--- src/tmw_pkg.sv ---
// Package: modes, actions, limits and carrier types for the 8-bit waveform timer
package tmw_pkg;

  // Counter limits
  localparam logic [7:0] TMW_BOTTOM = 8'h00;
  localparam logic [7:0] TMW_MAX = 8'hff;

  // Waveform mode select values
  localparam logic [2:0] TMW_MODE_PC_FF = 3'h1;
  localparam logic [2:0] TMW_MODE_CTC = 3'h2;
  localparam logic [2:0] TMW_MODE_FAST_FF = 3'h3;
  localparam logic [2:0] TMW_MODE_PC_A = 3'h5;
  localparam logic [2:0] TMW_MODE_FAST_A = 3'h7;
  localparam int TMW_MODE_TOP_SEL_BIT = 2;

  // Compare output actions
  localparam logic [1:0] TMW_ACT_OFF = 2'h0;
  localparam logic [1:0] TMW_ACT_TOGGLE = 2'h1;
  localparam logic [1:0] TMW_ACT_CLEAR = 2'h2;
  localparam logic [1:0] TMW_ACT_SET = 2'h3;

  // Prescaler selects and terminal counts (divide by N means count 0..N-1)
  localparam logic [2:0] TMW_PRE_STOP = 3'h0;
  localparam logic [2:0] TMW_PRE_DIV1 = 3'h1;
  localparam logic [2:0] TMW_PRE_DIV8 = 3'h2;
  localparam logic [2:0] TMW_PRE_DIV64 = 3'h3;
  localparam logic [2:0] TMW_PRE_DIV256 = 3'h4;
  localparam logic [2:0] TMW_PRE_DIV1024 = 3'h5;
  localparam logic [9:0] TMW_TC_DIV8 = 10'h007;
  localparam logic [9:0] TMW_TC_DIV64 = 10'h03f;
  localparam logic [9:0] TMW_TC_DIV256 = 10'h0ff;
  localparam logic [9:0] TMW_TC_DIV1024 = 10'h3ff;

  // Reset values
  localparam logic [7:0] TMW_COUNT_RST = 8'h00;
  localparam logic [7:0] TMW_COMPARE_RST = 8'h00;

  // Count direction, Gray order
  typedef enum logic {TMW_DIR_UP = 1'b0, TMW_DIR_DOWN = 1'b1} tmw_dir_t;

  // Configuration bits from the processor side
  typedef struct packed {
    logic [2:0] wave_mode_sel;
    logic [1:0] out_action_a;
    logic [1:0] out_action_b;
    logic [2:0] clk_sel;
  } tmw_cfg_t;

  // Status flags, also used for clear strobes
  typedef struct packed {
    logic overflow_flag;
    logic compare_b_flag;
    logic compare_a_flag;
  } tmw_flags_t;

  // Port pin drive, one per channel
  typedef struct packed {
    logic out;
    logic oe;
  } tmw_pin_t;

endpackage

--- src/tmw_prescale.sv ---
// Prescaler: divides the system clock into the timer tick enable
`timescale 1ns/1ps
module tmw_prescale
  import tmw_pkg::*;
(
  // Clock and reset
  input wire logic clk,
  input wire logic rst,
  // Divider select
  input wire logic [2:0] clk_sel,
  // Tick enable, one clock wide
  output logic tick
);

  logic [9:0] div_count;
  logic [9:0] term;

  // Terminal count for the selected divider
  always_comb
  begin
    case (clk_sel)
      TMW_PRE_DIV8: term = TMW_TC_DIV8;
      TMW_PRE_DIV64: term = TMW_TC_DIV64;
      TMW_PRE_DIV256: term = TMW_TC_DIV256;
      TMW_PRE_DIV1024: term = TMW_TC_DIV1024;
      default: term = 10'h000;
    endcase
  end

  // Free running divider and tick
  always_ff @(posedge clk or posedge rst)
  begin
    if (rst)
    begin
      div_count <= 10'h000;
      tick <= 1'b0;
    end
    else if (clk_sel == TMW_PRE_STOP || clk_sel > TMW_PRE_DIV1024)
    begin
      div_count <= 10'h000;
      tick <= 1'b0;
    end
    else if (div_count >= term)
    begin
      div_count <= 10'h000;
      tick <= 1'b1; // RULE21
    end
    else
    begin
      div_count <= div_count + 10'h001;
      tick <= 1'b0;
    end
  end

endmodule

--- src/tmw_timer.sv ---
// Top: 8-bit timer with clear-on-match, fast and phase-correct waveform modes
// Function
// RULE1: Mode 2 clears count on compare A match
// RULE2: Mode 2 late compare write waits for wrap
// RULE3: Mode 2 sets compare A flag at top
// RULE4: Mode 2 toggle action inverts wave A
// RULE5: Pin shows wave only when direction output
// RULE6: Mode 2 overflow when count passes max
// RULE7: Modes 3, 7 fast; top max or A
// RULE8: Fast mode clears count tick after top
// RULE9: Fast: non-inverting clears on match, sets bottom
// RULE10: Fast mode overflow each time top reached
// RULE11: PWM toggle on A only with top-select
// RULE12: Fast mode compare values double buffered
// RULE13: Fast: A at bottom spikes, at max constant
// RULE14: Modes 1, 5 phase-correct; top max or A
// RULE15: Phase: up match clears, down match sets
// RULE16: Phase: reverse at top, hold one tick
// RULE17: Phase mode overflow at bottom
// RULE18: Phase: A bottom low, A max high
// RULE19: Phase: leaving max corrects level at bottom
// RULE20: Phase: missed up match corrected at bottom
// RULE21: Tick is clock over 1,8,64,256,1024
// RULE22: Match flag set next tick, cleared by write
// RULE23: PWM writes buffered, loaded at top
// RULE24: Reset clears waves; action zero does nothing
// RULE25: All updates only on timer tick; compare writes and flag clears here take effect on any clock
`timescale 1ns/1ps
module tmw_timer
(
  // Clock and reset
  input wire logic clk,
  input wire logic rst,
  // Configuration
  input tmw_pkg::tmw_cfg_t cfg,
  // Compare register writes
  input wire logic compare_a_wr,
  input wire logic compare_b_wr,
  input wire logic [7:0] compare_wr_data,
  // Flag clears: write-one and interrupt service
  input tmw_pkg::tmw_flags_t flag_clear,
  input tmw_pkg::tmw_flags_t flag_ack,
  // Port pin settings per channel, index 0 is A
  input wire logic [1:0] dir_out,
  input wire logic [1:0] port_data,
  // Status
  output logic [7:0] count_value,
  output logic [7:0] compare_a_value,
  output logic [7:0] compare_b_value,
  output tmw_pkg::tmw_flags_t flags,
  // Waveform bits and pins
  output logic wave_out_a,
  output logic wave_out_b,
  output tmw_pkg::tmw_pin_t pin_a,
  output tmw_pkg::tmw_pin_t pin_b
);
  import tmw_pkg::*;

  logic tick;
  tmw_dir_t dir;
  logic [7:0] act_cmp [2];
  logic [7:0] buf_cmp [2];
  logic [1:0] wave;
  logic [1:0] up_hit;
  logic [1:0] match;
  logic [1:0] wr;
  logic [7:0] top;
  logic at_top;
  logic at_bottom;
  logic fast;
  logic phase;
  logic clear_on_match_mode;
  logic pwm;
  logic ovf_ev;
  logic load;

  // Mode decoding
  function automatic logic is_fast(input logic [2:0] m);
    return m == TMW_MODE_FAST_FF || m == TMW_MODE_FAST_A;
  endfunction

  function automatic logic is_phase(input logic [2:0] m);
    return m == TMW_MODE_PC_FF || m == TMW_MODE_PC_A;
  endfunction

  function automatic logic top_from_a(input logic [2:0] m);
    return m == TMW_MODE_CTC || m == TMW_MODE_FAST_A || m == TMW_MODE_PC_A;
  endfunction

  // Tick source
  tmw_prescale u_pre
  (
    .clk(clk),
    .rst(rst),
    .clk_sel(cfg.clk_sel),
    .tick(tick)
  );

  // Mode and position decode
  assign fast = is_fast(cfg.wave_mode_sel);
  assign phase = is_phase(cfg.wave_mode_sel);
  assign clear_on_match_mode = cfg.wave_mode_sel == TMW_MODE_CTC;
  assign pwm = fast | phase;
  assign top = top_from_a(cfg.wave_mode_sel) ? act_cmp[0] : TMW_MAX; // RULE7 RULE14
  assign at_top = count_value == top;
  assign at_bottom = count_value == TMW_BOTTOM;
  assign wr = {compare_b_wr, compare_a_wr};

  // Overflow event per mode
  always_comb
  begin
    if (fast)
      ovf_ev = at_top; // RULE10
    else if (phase)
      ovf_ev = at_bottom && dir == TMW_DIR_DOWN; // RULE17
    else
      ovf_ev = count_value == TMW_MAX; // RULE6
  end

  // Buffer transfer point: leaving top in fast, at top in phase-correct
  assign load = tick && at_top && (fast || (phase && dir == TMW_DIR_UP)); // RULE23

  // Counter and direction
  always_ff @(posedge clk or posedge rst)
  begin
    if (rst)
    begin
      count_value <= TMW_COUNT_RST;
      dir <= TMW_DIR_UP;
    end
    else if (tick) // RULE25
    begin
      if (clear_on_match_mode)
      begin
        dir <= TMW_DIR_UP;
        count_value <= match[0] ? TMW_BOTTOM : count_value + 8'h01; // RULE1 RULE2
      end
      else if (fast)
      begin
        dir <= TMW_DIR_UP;
        count_value <= at_top ? TMW_BOTTOM : count_value + 8'h01; // RULE8
      end
      else if (phase)
      begin
        if (dir == TMW_DIR_UP && at_top)
        begin
          dir <= TMW_DIR_DOWN; // RULE16
          count_value <= count_value - 8'h01;
        end
        else if (dir == TMW_DIR_DOWN && at_bottom)
        begin
          dir <= TMW_DIR_UP;
          count_value <= count_value + 8'h01;
        end
        else if (dir == TMW_DIR_UP)
          count_value <= count_value + 8'h01;
        else
          count_value <= count_value - 8'h01;
      end
      else
      begin
        dir <= TMW_DIR_UP;
        count_value <= count_value + 8'h01;
      end
    end
  end

  // Sticky flags in one process, set wins over clear
  always_ff @(posedge clk or posedge rst)
  begin
    if (rst)
      flags <= '0;
    else
    begin
      if (tick && ovf_ev)
        flags.overflow_flag <= 1'b1;
      else if (flag_clear.overflow_flag || flag_ack.overflow_flag)
        flags.overflow_flag <= 1'b0;
      if (tick && match[0])
        flags.compare_a_flag <= 1'b1; // RULE3 RULE22
      else if (flag_clear.compare_a_flag || flag_ack.compare_a_flag)
        flags.compare_a_flag <= 1'b0; // RULE22
      if (tick && match[1])
        flags.compare_b_flag <= 1'b1; // RULE22
      else if (flag_clear.compare_b_flag || flag_ack.compare_b_flag)
        flags.compare_b_flag <= 1'b0;
    end
  end

  // Readback of the values software wrote
  assign compare_a_value = buf_cmp[0];
  assign compare_b_value = buf_cmp[1];

  // Per channel compare, buffer and waveform logic
  for (genvar ch = 0; ch < 2; ch++)
  begin : g_ch
    logic [1:0] act;
    logic tog_ok;

    assign act = (ch == 0) ? cfg.out_action_a : cfg.out_action_b;
    // Toggle in PWM only on channel A with top-select
    assign tog_ok = pwm ? (ch == 0 && cfg.wave_mode_sel[TMW_MODE_TOP_SEL_BIT]) : 1'b1; // RULE11
    assign match[ch] = count_value == act_cmp[ch];

    // Buffer and active compare value
    always_ff @(posedge clk or posedge rst)
    begin
      if (rst)
      begin
        buf_cmp[ch] <= TMW_COMPARE_RST;
        act_cmp[ch] <= TMW_COMPARE_RST;
      end
      else
      begin
        if (wr[ch])
          buf_cmp[ch] <= compare_wr_data;
        if (!pwm && wr[ch])
          act_cmp[ch] <= compare_wr_data; // RULE2
        else if (pwm && load)
          act_cmp[ch] <= buf_cmp[ch]; // RULE12 RULE23
      end
    end

    // Up-slope match seen since last bottom
    always_ff @(posedge clk or posedge rst)
    begin
      if (rst)
        up_hit[ch] <= 1'b0;
      else if (tick && phase)
      begin
        if (at_bottom && dir == TMW_DIR_DOWN)
          up_hit[ch] <= 1'b0;
        else if (match[ch] && dir == TMW_DIR_UP && !at_top)
          up_hit[ch] <= 1'b1;
      end
    end

    // Waveform bit
    always_ff @(posedge clk or posedge rst)
    begin
      if (rst)
        wave[ch] <= 1'b0; // RULE24
      else if (tick && act != TMW_ACT_OFF) // RULE24 RULE25
      begin
        if (fast && act[1])
        begin
          if (at_top)
            wave[ch] <= ~act[0]; // RULE9 RULE13
          else if (match[ch])
            wave[ch] <= act[0]; // RULE9
        end
        else if (phase && act[1])
        begin
          if (at_bottom && dir == TMW_DIR_DOWN)
          begin
            if (act_cmp[ch] == TMW_BOTTOM || (!up_hit[ch] && act_cmp[ch] != top))
              wave[ch] <= act[0]; // RULE18 RULE19 RULE20
          end
          else if (match[ch] && act_cmp[ch] == top)
            wave[ch] <= ~act[0]; // RULE18
          else if (match[ch])
            wave[ch] <= (dir == TMW_DIR_UP) ? act[0] : ~act[0]; // RULE15
        end
        else if (match[ch])
        begin
          case (act)
            TMW_ACT_TOGGLE: wave[ch] <= tog_ok ? ~wave[ch] : wave[ch]; // RULE4 RULE11
            TMW_ACT_CLEAR: wave[ch] <= 1'b0;
            TMW_ACT_SET: wave[ch] <= 1'b1;
            default: wave[ch] <= wave[ch];
          endcase
        end
      end
    end
  end

  // Waveform bits to the outside
  always_ff @(posedge clk or posedge rst)
  begin
    if (rst)
    begin
      wave_out_a <= 1'b0;
      wave_out_b <= 1'b0;
    end
    else
    begin
      wave_out_a <= wave[0];
      wave_out_b <= wave[1];
    end
  end

  // Pin override and drive enable
  always_ff @(posedge clk or posedge rst)
  begin
    if (rst)
    begin
      pin_a <= '0;
      pin_b <= '0;
    end
    else
    begin
      pin_a.out <= (cfg.out_action_a != TMW_ACT_OFF) ? wave[0] : port_data[0];
      pin_a.oe <= dir_out[0]; // RULE5
      pin_b.out <= (cfg.out_action_b != TMW_ACT_OFF) ? wave[1] : port_data[1];
      pin_b.oe <= dir_out[1]; // RULE5
    end
  end

  // Checks
  ctc_clear_a: assert property (@(posedge clk) disable iff (rst) // RULE1
    tick && clear_on_match_mode && match[0] |=> count_value == TMW_BOTTOM)
    else $error("count not cleared on compare A match");

  ctc_wrap_a: assert property (@(posedge clk) disable iff (rst) // RULE2
    tick && clear_on_match_mode && !match[0] && count_value == TMW_MAX |=> count_value == TMW_BOTTOM)
    else $error("count did not wrap after max");

  ctc_flag_a: assert property (@(posedge clk) disable iff (rst) // RULE3
    tick && match[0] |=> flags.compare_a_flag)
    else $error("compare A flag not set on match");

  ctc_toggle_a: assert property (@(posedge clk) disable iff (rst) // RULE4
    tick && clear_on_match_mode && match[0] && cfg.out_action_a == TMW_ACT_TOGGLE |=> wave[0] != $past(wave[0]))
    else $error("wave A did not toggle");

  pin_gate_a: assert property (@(posedge clk) disable iff (rst) // RULE5
    !dir_out[0] |=> !pin_a.oe)
    else $error("pin A driven while direction is input");

  ctc_ovf_a: assert property (@(posedge clk) disable iff (rst) // RULE6
    tick && clear_on_match_mode && count_value == TMW_MAX |=> flags.overflow_flag && count_value == TMW_BOTTOM)
    else $error("overflow flag missing at wrap");

  fast_restart_a: assert property (@(posedge clk) disable iff (rst) // RULE8
    tick && fast && at_top |=> count_value == TMW_BOTTOM ##0 flags.overflow_flag)
    else $error("fast mode did not restart at bottom");

  fast_bottom_a: assert property (@(posedge clk) disable iff (rst) // RULE9
    tick && fast && at_top && cfg.out_action_a[1] |=> wave[0] == ~$past(cfg.out_action_a[0]))
    else $error("fast mode bottom level wrong");

  phase_turn_a: assert property (@(posedge clk) disable iff (rst) // RULE16
    tick && phase && at_top && dir == TMW_DIR_UP |=> dir == TMW_DIR_DOWN && count_value != $past(count_value))
    else $error("phase mode did not turn at top");

  phase_ovf_a: assert property (@(posedge clk) disable iff (rst) // RULE17
    tick && phase && at_bottom && dir == TMW_DIR_DOWN |=> flags.overflow_flag && dir == TMW_DIR_UP)
    else $error("phase mode overflow missing at bottom");

  buf_hold_a: assert property (@(posedge clk) disable iff (rst) // RULE23
    pwm && !load && $stable(cfg.wave_mode_sel) |=> act_cmp[0] == $past(act_cmp[0]))
    else $error("active compare changed outside top");

  tick_gate_a: assert property (@(posedge clk) disable iff (rst) // RULE25
    !tick |=> $stable(count_value) && $stable(wave))
    else $error("timer state moved without tick");

  cov_ctc_c: cover property (@(posedge clk) disable iff (rst) tick && clear_on_match_mode && match[0]);
  cov_fast_c: cover property (@(posedge clk) disable iff (rst) tick && fast && at_top && cfg.out_action_a[1]);
  cov_phase_c: cover property (@(posedge clk) disable iff (rst) tick && phase && at_top && dir == TMW_DIR_UP);
  cov_fix_c: cover property (@(posedge clk) disable iff (rst) tick && phase && at_bottom && !up_hit[0]);

endmodule
--- config.mk ---
export PLATFORM = sky130hd
export DESIGN_NAME = tmw_timer
export DESIGN_NICKNAME = d
export VERILOG_FILES = /design/src/tmw_pkg.sv /design/src/tmw_prescale.sv /design/src/tmw_timer.sv
export SDC_FILE = /design/constraint.sdc
export NUM_CORES = 1
export LEC_CHECK = 0
export BUFFER_PORTS_ARGS = -buffer_cell sky130_fd_sc_hd__buf_2
export CAP_MARGIN = 40
export CORE_AREA = 2 2 96 98
export DETAILED_ROUTE_END_ITERATION = 10
export DIE_AREA = 0 0 98 100
export GPL_ROUTABILITY_DRIVEN = 0
export GPL_TIMING_DRIVEN = 0
export PLACE_DENSITY_LB_ADDON = 0.1
export SYNTH_ARGS = -nofsm -noshare
export SYNTH_HDL_FRONTEND = slang
export SYNTH_SLANG_ARGS = --single-unit
--- constraint.sdc ---
create_clock -name clk -period 3.9 [get_ports clk]
set_input_delay 0.39 -clock clk [delete_from_list [all_inputs] [get_ports clk]]
set_output_delay 0.39 -clock clk [all_outputs]
set_load 0.005 [all_outputs]
==> flow_summary.toml, run 1 <==
[clocking]
root_buffer = "clkbuf_8"
clock_sinks = 65
cts_max_level = 3
cts.clk_slew.worst_paths_ns = 0.09
cts_hold_buf = 0
post_cts_buffers = 0
cts_resized = 0
cts_tree = "yes"
clk_latency_ns = 0.36
clockBufferDepth = 2
cts_buffers = 9

[power_and_ir_drop]
netSwitchingPower_mw = 0.873
seq_power_share_pct = 38.1
leakage_nw = 2.28
p_comb_share_pct = 36.5
swShare_pct = 37.3
power_density_mw_per_mm2 = 474
clkPwrFrac_pct = 25.4
vdd_drop_max_mv = 0.303
internal_power_mw = 1.47

[drt]
wl_um = 10700
drc = 0
vias = 3710
postRouteAntennaNets = 0
via_per_inst = 5.82
drtIter0Drc = 231
wl_per_cell_um = 16.7
dr.pass1.iters = 5

[sta]
rsz0062_at_grt = "no"
post-route-min-period_ns = 2.70
setup_viol_count_final = 0
clock_skew_ns = 0.0172
slew_headroom_pct = 32.9
drv_slew = 0
max_freq_mhz = 370
fin_crit_sh_pct = 69.3
hold_violations = 0
finalSetupTns_ns = 0
tightestPinTransition_ns = 0.999

[outcome]
status = "completed"

[logic_synthesis]
ys_seq_area_share_pct = 38.1
netlist_area_mm2 = 0.00427
syn_avg_cell_area_um2 = 9.53
ys_seq_elements = 65
yosysUniqueCellTypes = 73
synthCells = 448
synthFlopType = "dfrtp_1"
synth_edf_count = 0
ys_async_sr_fraction_pct = 100
yosysWarnings = 0
synth_nets = 494

[floorplan]
die_x_um = 98
pin_count = 65
core-area_mm2 = 0.00889
die_y_um = 100
rows = 35
start_util_pct = 48.0
die-area_mm2 = 0.00980

[setup_path]
r2r-end = "count_value[6]$_DFFE_PP0P_"
worstPathRequired_ns = 4.12
crit_path_start_kind = "register"
end_kind = "register"
crit_arrival_ns = 2.92
ff2ff_setup_slack_ns = 1.20
rr_worst_depth = 8
r2r-start = "count_value[0]$_DFFE_PP0P_"
critPathMaxFanout = 7
crit_type = "register to register"

[place]
dpl.hpwl_um = 7930
portBuffers = 62

[global_routing]
grt_pass1_wl_um = 18200
grt_overflow_total = 0
grt_max_degree = 40
grt_antenna_before_repair = 0
grt_pass1_vias = 3670
track_usage_pct = 23.0

[min_path]
hp-class = "input port to async pin"

[finish]
n_fill_cell = 828
final_util_pct = 55.6
final-seq-area_mm2 = 0.00163
multi_input_comb_area_mm2 = 0.00247
n_antenna_cell = 0
finalNetCount = 568
drive_above_1_share_pct = 23.3
syn2layout_area_growth_pct = 15.7

[run]
drv_cap = 0
[area by class of cell]
class / count / area share, %
multi-input combinational: 347 / 49.9
timing repair buffer: 63 / 6.69
clock buffer: 9 / 2.51
buffer: 22 / 2.48
clock inverter: 7 / 1.60
tap: 111 / 2.81
sequential: 65 / 32.9
inverter: 14 / 1.06
[worst max-delay path by stage]
stage,from,end,depth (start not counted)
after global placement,rst,wave_out_b$_DFF_PP0_,2
after global routing,act_cmp[14]$_DFFE_PP0P_,count_value[6]$_DFFE_PP0P_,8
after detailed placement,count_value[4]$_DFFE_PP0P_,count_value[6]$_DFFE_PP0P_,8
final,count_value[0]$_DFFE_PP0P_,count_value[6]$_DFFE_PP0P_,8
after CTS,count_value[4]$_DFFE_PP0P_,count_value[6]$_DFFE_PP0P_,8
after floorplan,cfg[1],u_pre.div_count[0]$_DFF_PP0_,10
[sequential cells by signal, summed over array words and instances (netlist names)]
register         cells
act_cmp             16
compare_b_value      8
u_pre.div_count     10
pin_a                2
dir                  1
wave                 2
up_hit               2
count_value          8
u_pre.tick           1
compare_a_value      8
pin_b                2
flags                3
wave_out_b           1
wave_out_a           1
[cell usage after synthesis, types with 5 or more instances]
cell type	count	area share (%)
inv_1	14	1.2
nor4_1	7	1.0
a211oi_1	5	0.88
nand4_1	6	0.88
ha_1	14	4.1
xor2_1	11	2.3
a21oi_1	20	2.3
nand2b_1	5	0.73
o31ai_1	5	0.88
nor2_1	30	2.6
a21o_1	6	1.1
xnor2_1	24	4.9
mux2i_1	17	4.0
nand2_1	41	3.6
dfrtp_1	65	38
o21ai_0	29	3.4
nand3_1	15	1.8
mux2_2	19	5.0
clkbuf_1	9	0.79
nor3_1	8	0.94
[stage by stage]
step                total power [mW]  hold WS (ns)  instance area [um^2]  cells  setup WS, ns
floorplan                       1.50         0.383                  4270    448          1.64
global placement                1.72         0.404                  4720    621          1.08
detailed placement              1.75         0.416                  4740    622          1.27
CTS                             2.36         0.109                  4940    638          1.24
global route                    2.52         0.129                  4940    638          1.02
finish                          2.34        0.0935                  4940    638          1.20
[per-layer routing]
| metal | track usage [%] | up-vias | share of wire (%) |
|---|---|---|---|
| li1 | - | 1807 | - |
| met2 | 36.5 | 124 | 47 |
| met4 | 10.6 | 0 | 2.4 |
| met3 | 3.55 | 22 | 5.2 |
| met5 | 0 | - | 0 |
| met1 | 31.3 | 1757 | 45 |
[power by group through the flow]
stage / registers, mW / logic [mW] / clock network [mW]
floorplan: 0.879 / 0.620 / 0
global placement: 0.901 / 0.824 / 0
detailed placement: 0.904 / 0.847 / 0
CTS: 0.891 / 0.853 / 0.615
global route: 0.908 / 0.962 / 0.646
finish: 0.891 / 0.855 / 0.595
[cells by family (layout without fill, tap and decap cells)]
kind of cell	count (synthesis)	after routing	synth area share, %
AOI/OAI and AO/OA	117	117	19.1
xor gates and xnor gates	35	35	7.18
buffers and inverters	36	115	4.10
muxes	36	36	9.00
adders and majority gates	14	14	4.10
DFF	65	65	38.1
and+or+nand+nor	145	145	18.5
[cells in the final DEF, fill, tap and decap left out, types with 5 or more instances in the layout]
cell type	instances
nor3_1	8
nand2b_1	5
nand2_1	41
dfrtp_1	65
inv_1	13
mux2i_1	17
o21ai_0	29
mux2_2	19
nor2_1	30
a21o_1	6
a211oi_1	5
clkbuf_8	9
buf_2	66
o31ai_1	5
a21oi_1	20
xnor2_1	24
nand4_1	6
xor2_1	11
ha_1	14
nor4_1	7
nand3_1	15
clkbuf_1	9
[critical path, stage by stage, from the launching register on]
cell,delay [ns]
dfrtp_1,0.40
buf_4,0.18
xnor2_1,0.16
nand4_1,0.18
nor3_1,0.80
or2b_1,0.28
nor2_1,0.10
a21oi_1,0.27
o221ai_1,0.19
Power figures use the tool's default switching activity.
==> run 2, diff against run 1 <==
==> constraint.sdc (replaced) <==
create_clock -name clk -period 2.22 [get_ports clk]
set_input_delay 0.222 -clock clk [delete_from_list [all_inputs] [get_ports clk]]
set_output_delay 0.222 -clock clk [all_outputs]
set_load 0.005 [all_outputs]
==> flow_summary.toml, run 2 (synthesized netlist as in run 1, its figures left out) <==
[power_and_ir_drop]
vdd_drop_max_mv = 0.586
swShare_pct = 36.4
seq_power_share_pct = 34.4
power_density_mw_per_mm2 = 853
internal_power_mw = 2.94
netSwitchingPower_mw = 1.69
leakage_nw = 2.47
clkPwrFrac_pct = 24.3
p_comb_share_pct = 41.2

[drt]
postRouteAntennaNets = 0
vias = 3847
drtIter0Drc = 229
via_per_inst = 5.83
wl_um = 11400
wl_per_cell_um = 17.3
drc = 0
dr.pass1.iters = 5

[setup_path]
critPathMaxFanout = 8
crit_type = "register to register"
worstPathRequired_ns = 2.43
end_kind = "register"
crit_path_start_kind = "register"
crit_arrival_ns = 2.53

[clocking]
clk_latency_ns = 0.35
cts.clk_slew.worst_paths_ns = 0.08
clock_sinks = 65
root_buffer = "clkbuf_8"
cts_tree = "yes"
clockBufferDepth = 2
cts_buffers = 9
cts_max_level = 3

[global_routing]
grt_pass1_wl_um = 18000
grt_pass1_vias = 3653
grt_busiest_layer = "met2"
met2_usage_pct = 36.5
grt_max_degree = 36
grt_antenna_before_repair = 0
track_usage_pct = 22.8
grt_overflow_total = 0
use_met3_pct = 3.34
grt_use_met1_pct = 31.1

[sta]
finalSetupTns_ns = -0.523
clock_skew_ns = 0.0151
max_freq_mhz = 432
tightestPinTransition_ns = 0.775
setup_viol_count_final = 10
hold_ws_ns = -0.00400
slew_headroom_pct = 48.2
fin_ws_ns = -0.0961
fin_crit_sh_pct = 104
rsz0062_at_grt = "yes"
drv_slew = 0
hold_violations = 9
post-route-min-period_ns = 2.32

[run]
drv_cap = 0

[floorplan]
die_x_um = 98
pin_count = 65
die_y_um = 100
core-area_mm2 = 0.00889
start_util_pct = 48.0
die-area_mm2 = 0.00980
rows = 35

[finish]
regMostFlops = "act_cmp"
n_antenna_cell = 0
top_regs = "act_cmp x16, u_pre.div_count x10"
final-seq-area_mm2 = 0.00163
layout_common_cells = "64 x buf_2, 61 x dfrtp_1, 40 x nand2_1"
multi_input_comb_area_mm2 = 0.00272
drive_above_1_share_pct = 34.2
largest_reg_flops = 16
finalNetCount = 590
final_common_cell = "buf_2"
n_fill_cell = 786
syn2layout_area_growth_pct = 27.0

[place]
dpl.hpwl_um = 7860
portBuffers = 62

[outcome]
status = "finished, violations left"
violations = "negative hold slack, negative setup slack"

[min_path]
hp-class = "input port to async pin"
## run 2: changes by cell type in the layout (fill, tap and decap cells not counted), moves of 4 or more
cell | before | now
a21oi_1 | 20 | 13
a21oi_2 | 0 | 6
buf_4 | 3 | 20
buf_6 | 3 | 8
dfrtp_1 | 65 | 61
dfrtp_2 | 0 | 4
nor2_1 | 30 | 26
o21ai_0 | 29 | 20
o21ai_1 | 4 | 11
xnor2_1 | 24 | 20
xnor2_2 | 0 | 4
## run 2: power groups by stage
stage                     clock (mW)  sequential [mW]  combinational (mW)
final                           1.13             1.59                1.91
after global routing            1.20             1.62                2.09
after detailed placement           0             1.59                1.48
after global placement             0             1.58                1.45
after floorplan                    0             1.54                1.09
after CTS                       1.15             1.59                1.69
## run 2: per-layer routing
metal / up-vias / part of all wire (%)
li1: 1840 / -
met1: 1831 / 45
met2: 137 / 46
met3: 39 / 5.3
met4: 0 / 3.2
met5: - / 0
## run 2: area by class of cell
class	count	share of cell area (%)
multi-input cells	348	50.2
flip-flops and latches	65	30.1
clock inverters	6	1.71
plain buffers	17	2.08
well taps	111	2.56
clock buffers	10	2.35
inverters	14	0.969
repair buffers	89	10.1
## run 2: metrics by stage
step / utilization (%) / power (mW) / setup slack [ns] / std cells / instance area, um^2
after floorplan: - / 2.63 / 0.0290 / 448 / 4270
after detailed placement: 53.3 / 3.07 / -0.309 / 622 / 4740
after CTS: 58.4 / 4.43 / -0.0400 / 652 / 5190
final: 61.0 / 4.62 / -0.0961 / 660 / 5420
after global routing: 61.0 / 4.91 / -0.185 / 660 / 5420
after global placement: 53.1 / 3.03 / -0.466 / 621 / 4720
## run 2: what timing repair did
item,CTS,global route
hold endpoints to repair,2,0
endpoints found under the setup margin,31,36
pin swaps,13,11
resized for setup,28,44
hold buffers,2,0
cloned,0,1
buffers inserted,17,7
## run 2: final timing paths
path,startpoint,end,slack [ns],depth (start not counted)
min,rst,pin_a[0]$_DFF_PP0_,-0.004,2
min reg2reg,wave[1]$_DFFE_PP0P_,wave_out_b$_DFF_PP0_,0.43,0
max,count_value[6]$_DFFE_PP0P_,count_value[7]$_DFFE_PP0P_,-0.1,7
max in group asynchronous,rst,act_cmp[11]$_DFFE_PP0P_,1.60,3
max reg2reg,count_value[6]$_DFFE_PP0P_,count_value[7]$_DFFE_PP0P_,-0.1,7
min in group clk,port_data[1],pin_b[1]$_DFF_PP0_,0.10,2
## run 2: critical path: stages, from the launching register on
cell	delay [ns]
dfrtp_2	0.50
xnor2_2	0.20
nand4_1	0.16
o31a_4	0.35
o21a_4	0.24
or3_4	0.41
a21oi_4	0.21
o22ai_2	0.10
==> run 3, diff against run 2 <==
--- a/config.mk
+++ b/config.mk
@@ -7,9 +7,11 @@
 export LEC_CHECK = 0
 export BUFFER_PORTS_ARGS = -buffer_cell sky130_fd_sc_hd__buf_2
 export CAP_MARGIN = 40
-export CORE_AREA = 2 2 96 98
+export CELL_PAD_IN_SITES_DETAIL_PLACEMENT = 1
+export CELL_PAD_IN_SITES_GLOBAL_PLACEMENT = 1
+export CORE_AREA = 2 2 107 109
 export DETAILED_ROUTE_END_ITERATION = 10
-export DIE_AREA = 0 0 98 100
+export DIE_AREA = 0 0 109 111
 export GPL_ROUTABILITY_DRIVEN = 0
 export GPL_TIMING_DRIVEN = 0
 export PLACE_DENSITY_LB_ADDON = 0.1
==> flow_summary.toml, run 3 (synthesized netlist as in run 1, its figures left out) <==
[floorplan]
die_y_um = 111
pin_count = 65
die_x_um = 109
start_util_pct = 38.5
rows = 39
core-area_mm2 = 0.0111
die-area_mm2 = 0.0121

[sta]
setup_viol_count_final = 23
drv_slew = 0
rsz0062_at_grt = "yes"
fin_crit_sh_pct = 104
slew_headroom_pct = 49.3
max_freq_mhz = 432
hold_ws_ns = 0.111
clock_skew_ns = 0.0103
finalSetupTns_ns = -0.855
tightestPinTransition_ns = 0.758
post-route-min-period_ns = 2.31
hold_violations = 0
fin_ws_ns = -0.0946

[setup_path]
cp.depth = 8
max_stage_delay_ns = 0.47
end_kind = "register"
worstPathCellList = "xnor2_1, nand4_1, o31a_4, nor2_4, nand4_4, clkbuf_16, mux2i_1, o21ai_1"
r2r-start = "count_value[6]$_DFFE_PP0P_"
ff2ff_setup_slack_ns = -0.09
startpoint = "count_value[6]$_DFFE_PP0P_"
crit_path_start_kind = "register"
crit_arrival_ns = 2.51
slowest_stage = "dfrtp_2"
path_delay_family = "simple AND/OR/NAND/NOR gates"
crit_buf_inv = 1
crit_type = "register to register"
r2r-end = "act_cmp[5]$_DFFE_PP0P_"
worstSetupEndpoint = "act_cmp[5]$_DFFE_PP0P_"
critPathMaxFanout = 6
worstPathRequired_ns = 2.42
rr_worst_depth = 8

[power_and_ir_drop]
power_mw = 4.95
power_density_mw_per_mm2 = 872
vdd_drop_max_mv = 0.397
leakage_nw = 2.55

[finish]
n_fill_cell = 1256
final_util_pct = 51.3
drive_above_1_share_pct = 35.6
final-seq-area_mm2 = 0.00164
finalNetCount = 597
final_common_cell = "buf_2"
fin_area_mm2 = 0.00568
n_antenna_cell = 0
multi_input_comb_area_mm2 = 0.00276
syn2layout_area_growth_pct = 33.1
top_regs = "act_cmp x16, u_pre.div_count x10"
layout_common_cells = "64 x buf_2, 58 x dfrtp_1, 40 x nand2_1"
regMostFlops = "act_cmp"
largest_reg_flops = 16

[global_routing]
grt_overflow_total = 0
grt_pass1_wl_um = 21800
grt_pass1_vias = 4088
track_usage_pct = 23.2
grt_antenna_before_repair = 0
grt_max_degree = 43

[place]
dpl.hpwl_um = 9490
dpl_cell_area_mm2 = 0.00480
portBuffers = 62

[outcome]
status = "finished, violations left"
violations = "negative setup slack"

[run]
drv_cap = 0

[drt]
wl_um = 13400
drtIter0Drc = 135
vias = 3899
wl_per_cell_um = 19.2
postRouteAntennaNets = 0
via_per_inst = 5.58
drc = 0
dr.pass1.iters = 4

[clocking]
clk_latency_ns = 0.34
root_buffer = "clkbuf_16"
cts_buffers = 9
cts.clk_slew.worst_paths_ns = 0.06
cts_tree = "yes"
clock_sinks = 65
cts_max_level = 3
clockBufferDepth = 2

[min_path]
hp-class = "input port to register"
[run 3: changes by cell type in the layout (fill, tap and decap cells not counted), moves of 7 or more]
cell / before / now
buf_4: 20 / 27
clkbuf_16: 0 / 10
clkbuf_8: 9 / 0
o21ai_0: 20 / 12
o21ai_1: 11 / 20
[run 3: worst min-delay path by stage]
stage                 start                         end  slack, ns  cells after the start
3_3_place_gp     dir_out[0]          pin_a[0]$_DFF_PP0_       0.33                      1
3_5_place_dp            rst  count_value[7]$_DFFE_PP0P_       0.22                      2
5_1_grt        port_data[1]          pin_b[1]$_DFF_PP0_       0.11                      2
2_1_floorplan    dir_out[0]          pin_a[0]$_DFF_PP0_       0.25                      0
6_report       port_data[0]          pin_a[1]$_DFF_PP0_       0.11                      2
4_1_cts        port_data[1]          pin_b[1]$_DFF_PP0_       0.10                      2
[run 3: power by group]
group          switching, mW  internal (mW)
logic                  0.981          0.944
clock network          0.552          0.872
registers              0.236           1.37
[run 3: metrics by stage]
stage	setup slack (ns)	instances
6_report	-0.0946	699
5_1_grt	-0.193	699
4_1_cts	-0.0585	686
3_5_place_dp	-0.295	655
3_3_place_gp	-0.574	653
2_1_floorplan	0.0290	448
[run 3: worst reg2reg max path: cells and delay by family (launching register included)]
kind	cells	cell delay, ns
AO/OA/AOI/OAI	2	0.50
XOR/XNOR	1	0.19
buffers and inverters	1	0.24
flip-flops	1	0.47
multiplexers	1	0.17
AND/OR/NAND/NOR	3	0.59
[run 3: cell type report]
class / count / share of cell area, %
clock buffers: 12 / 4.16
inverters: 14 / 0.969
flip-flops and latches: 65 / 28.8
multi-input cells: 348 / 48.5
well taps: 143 / 3.15
clock inverters: 4 / 0.947
repair buffers: 97 / 11.5
plain buffers: 16 / 2.05
[run 3: layer usage]
metal / vias up / track usage, % / wire (um) / share of wire, %
met2: 76 / 38.7 / 6710 / 50
li1: 1854 / - / - / -
met4: 0 / 8.55 / 298 / 2.2
met5: - / 0 / 0 / 0
met3: 22 / 4.29 / 449 / 3.3
met1: 1947 / 29.7 / 5990 / 45
[run 3: timing repair]
action / 4_1_cts / 5_1_grt
setup endpoints to repair: 36 / 36
endpoints found under the hold margin: 25 / 0
resized for setup: 40 / 52
setup buffers: 16 / 13
pin swaps: 16 / 23
cloned: 0 / 2
hold buffers: 3 / 0
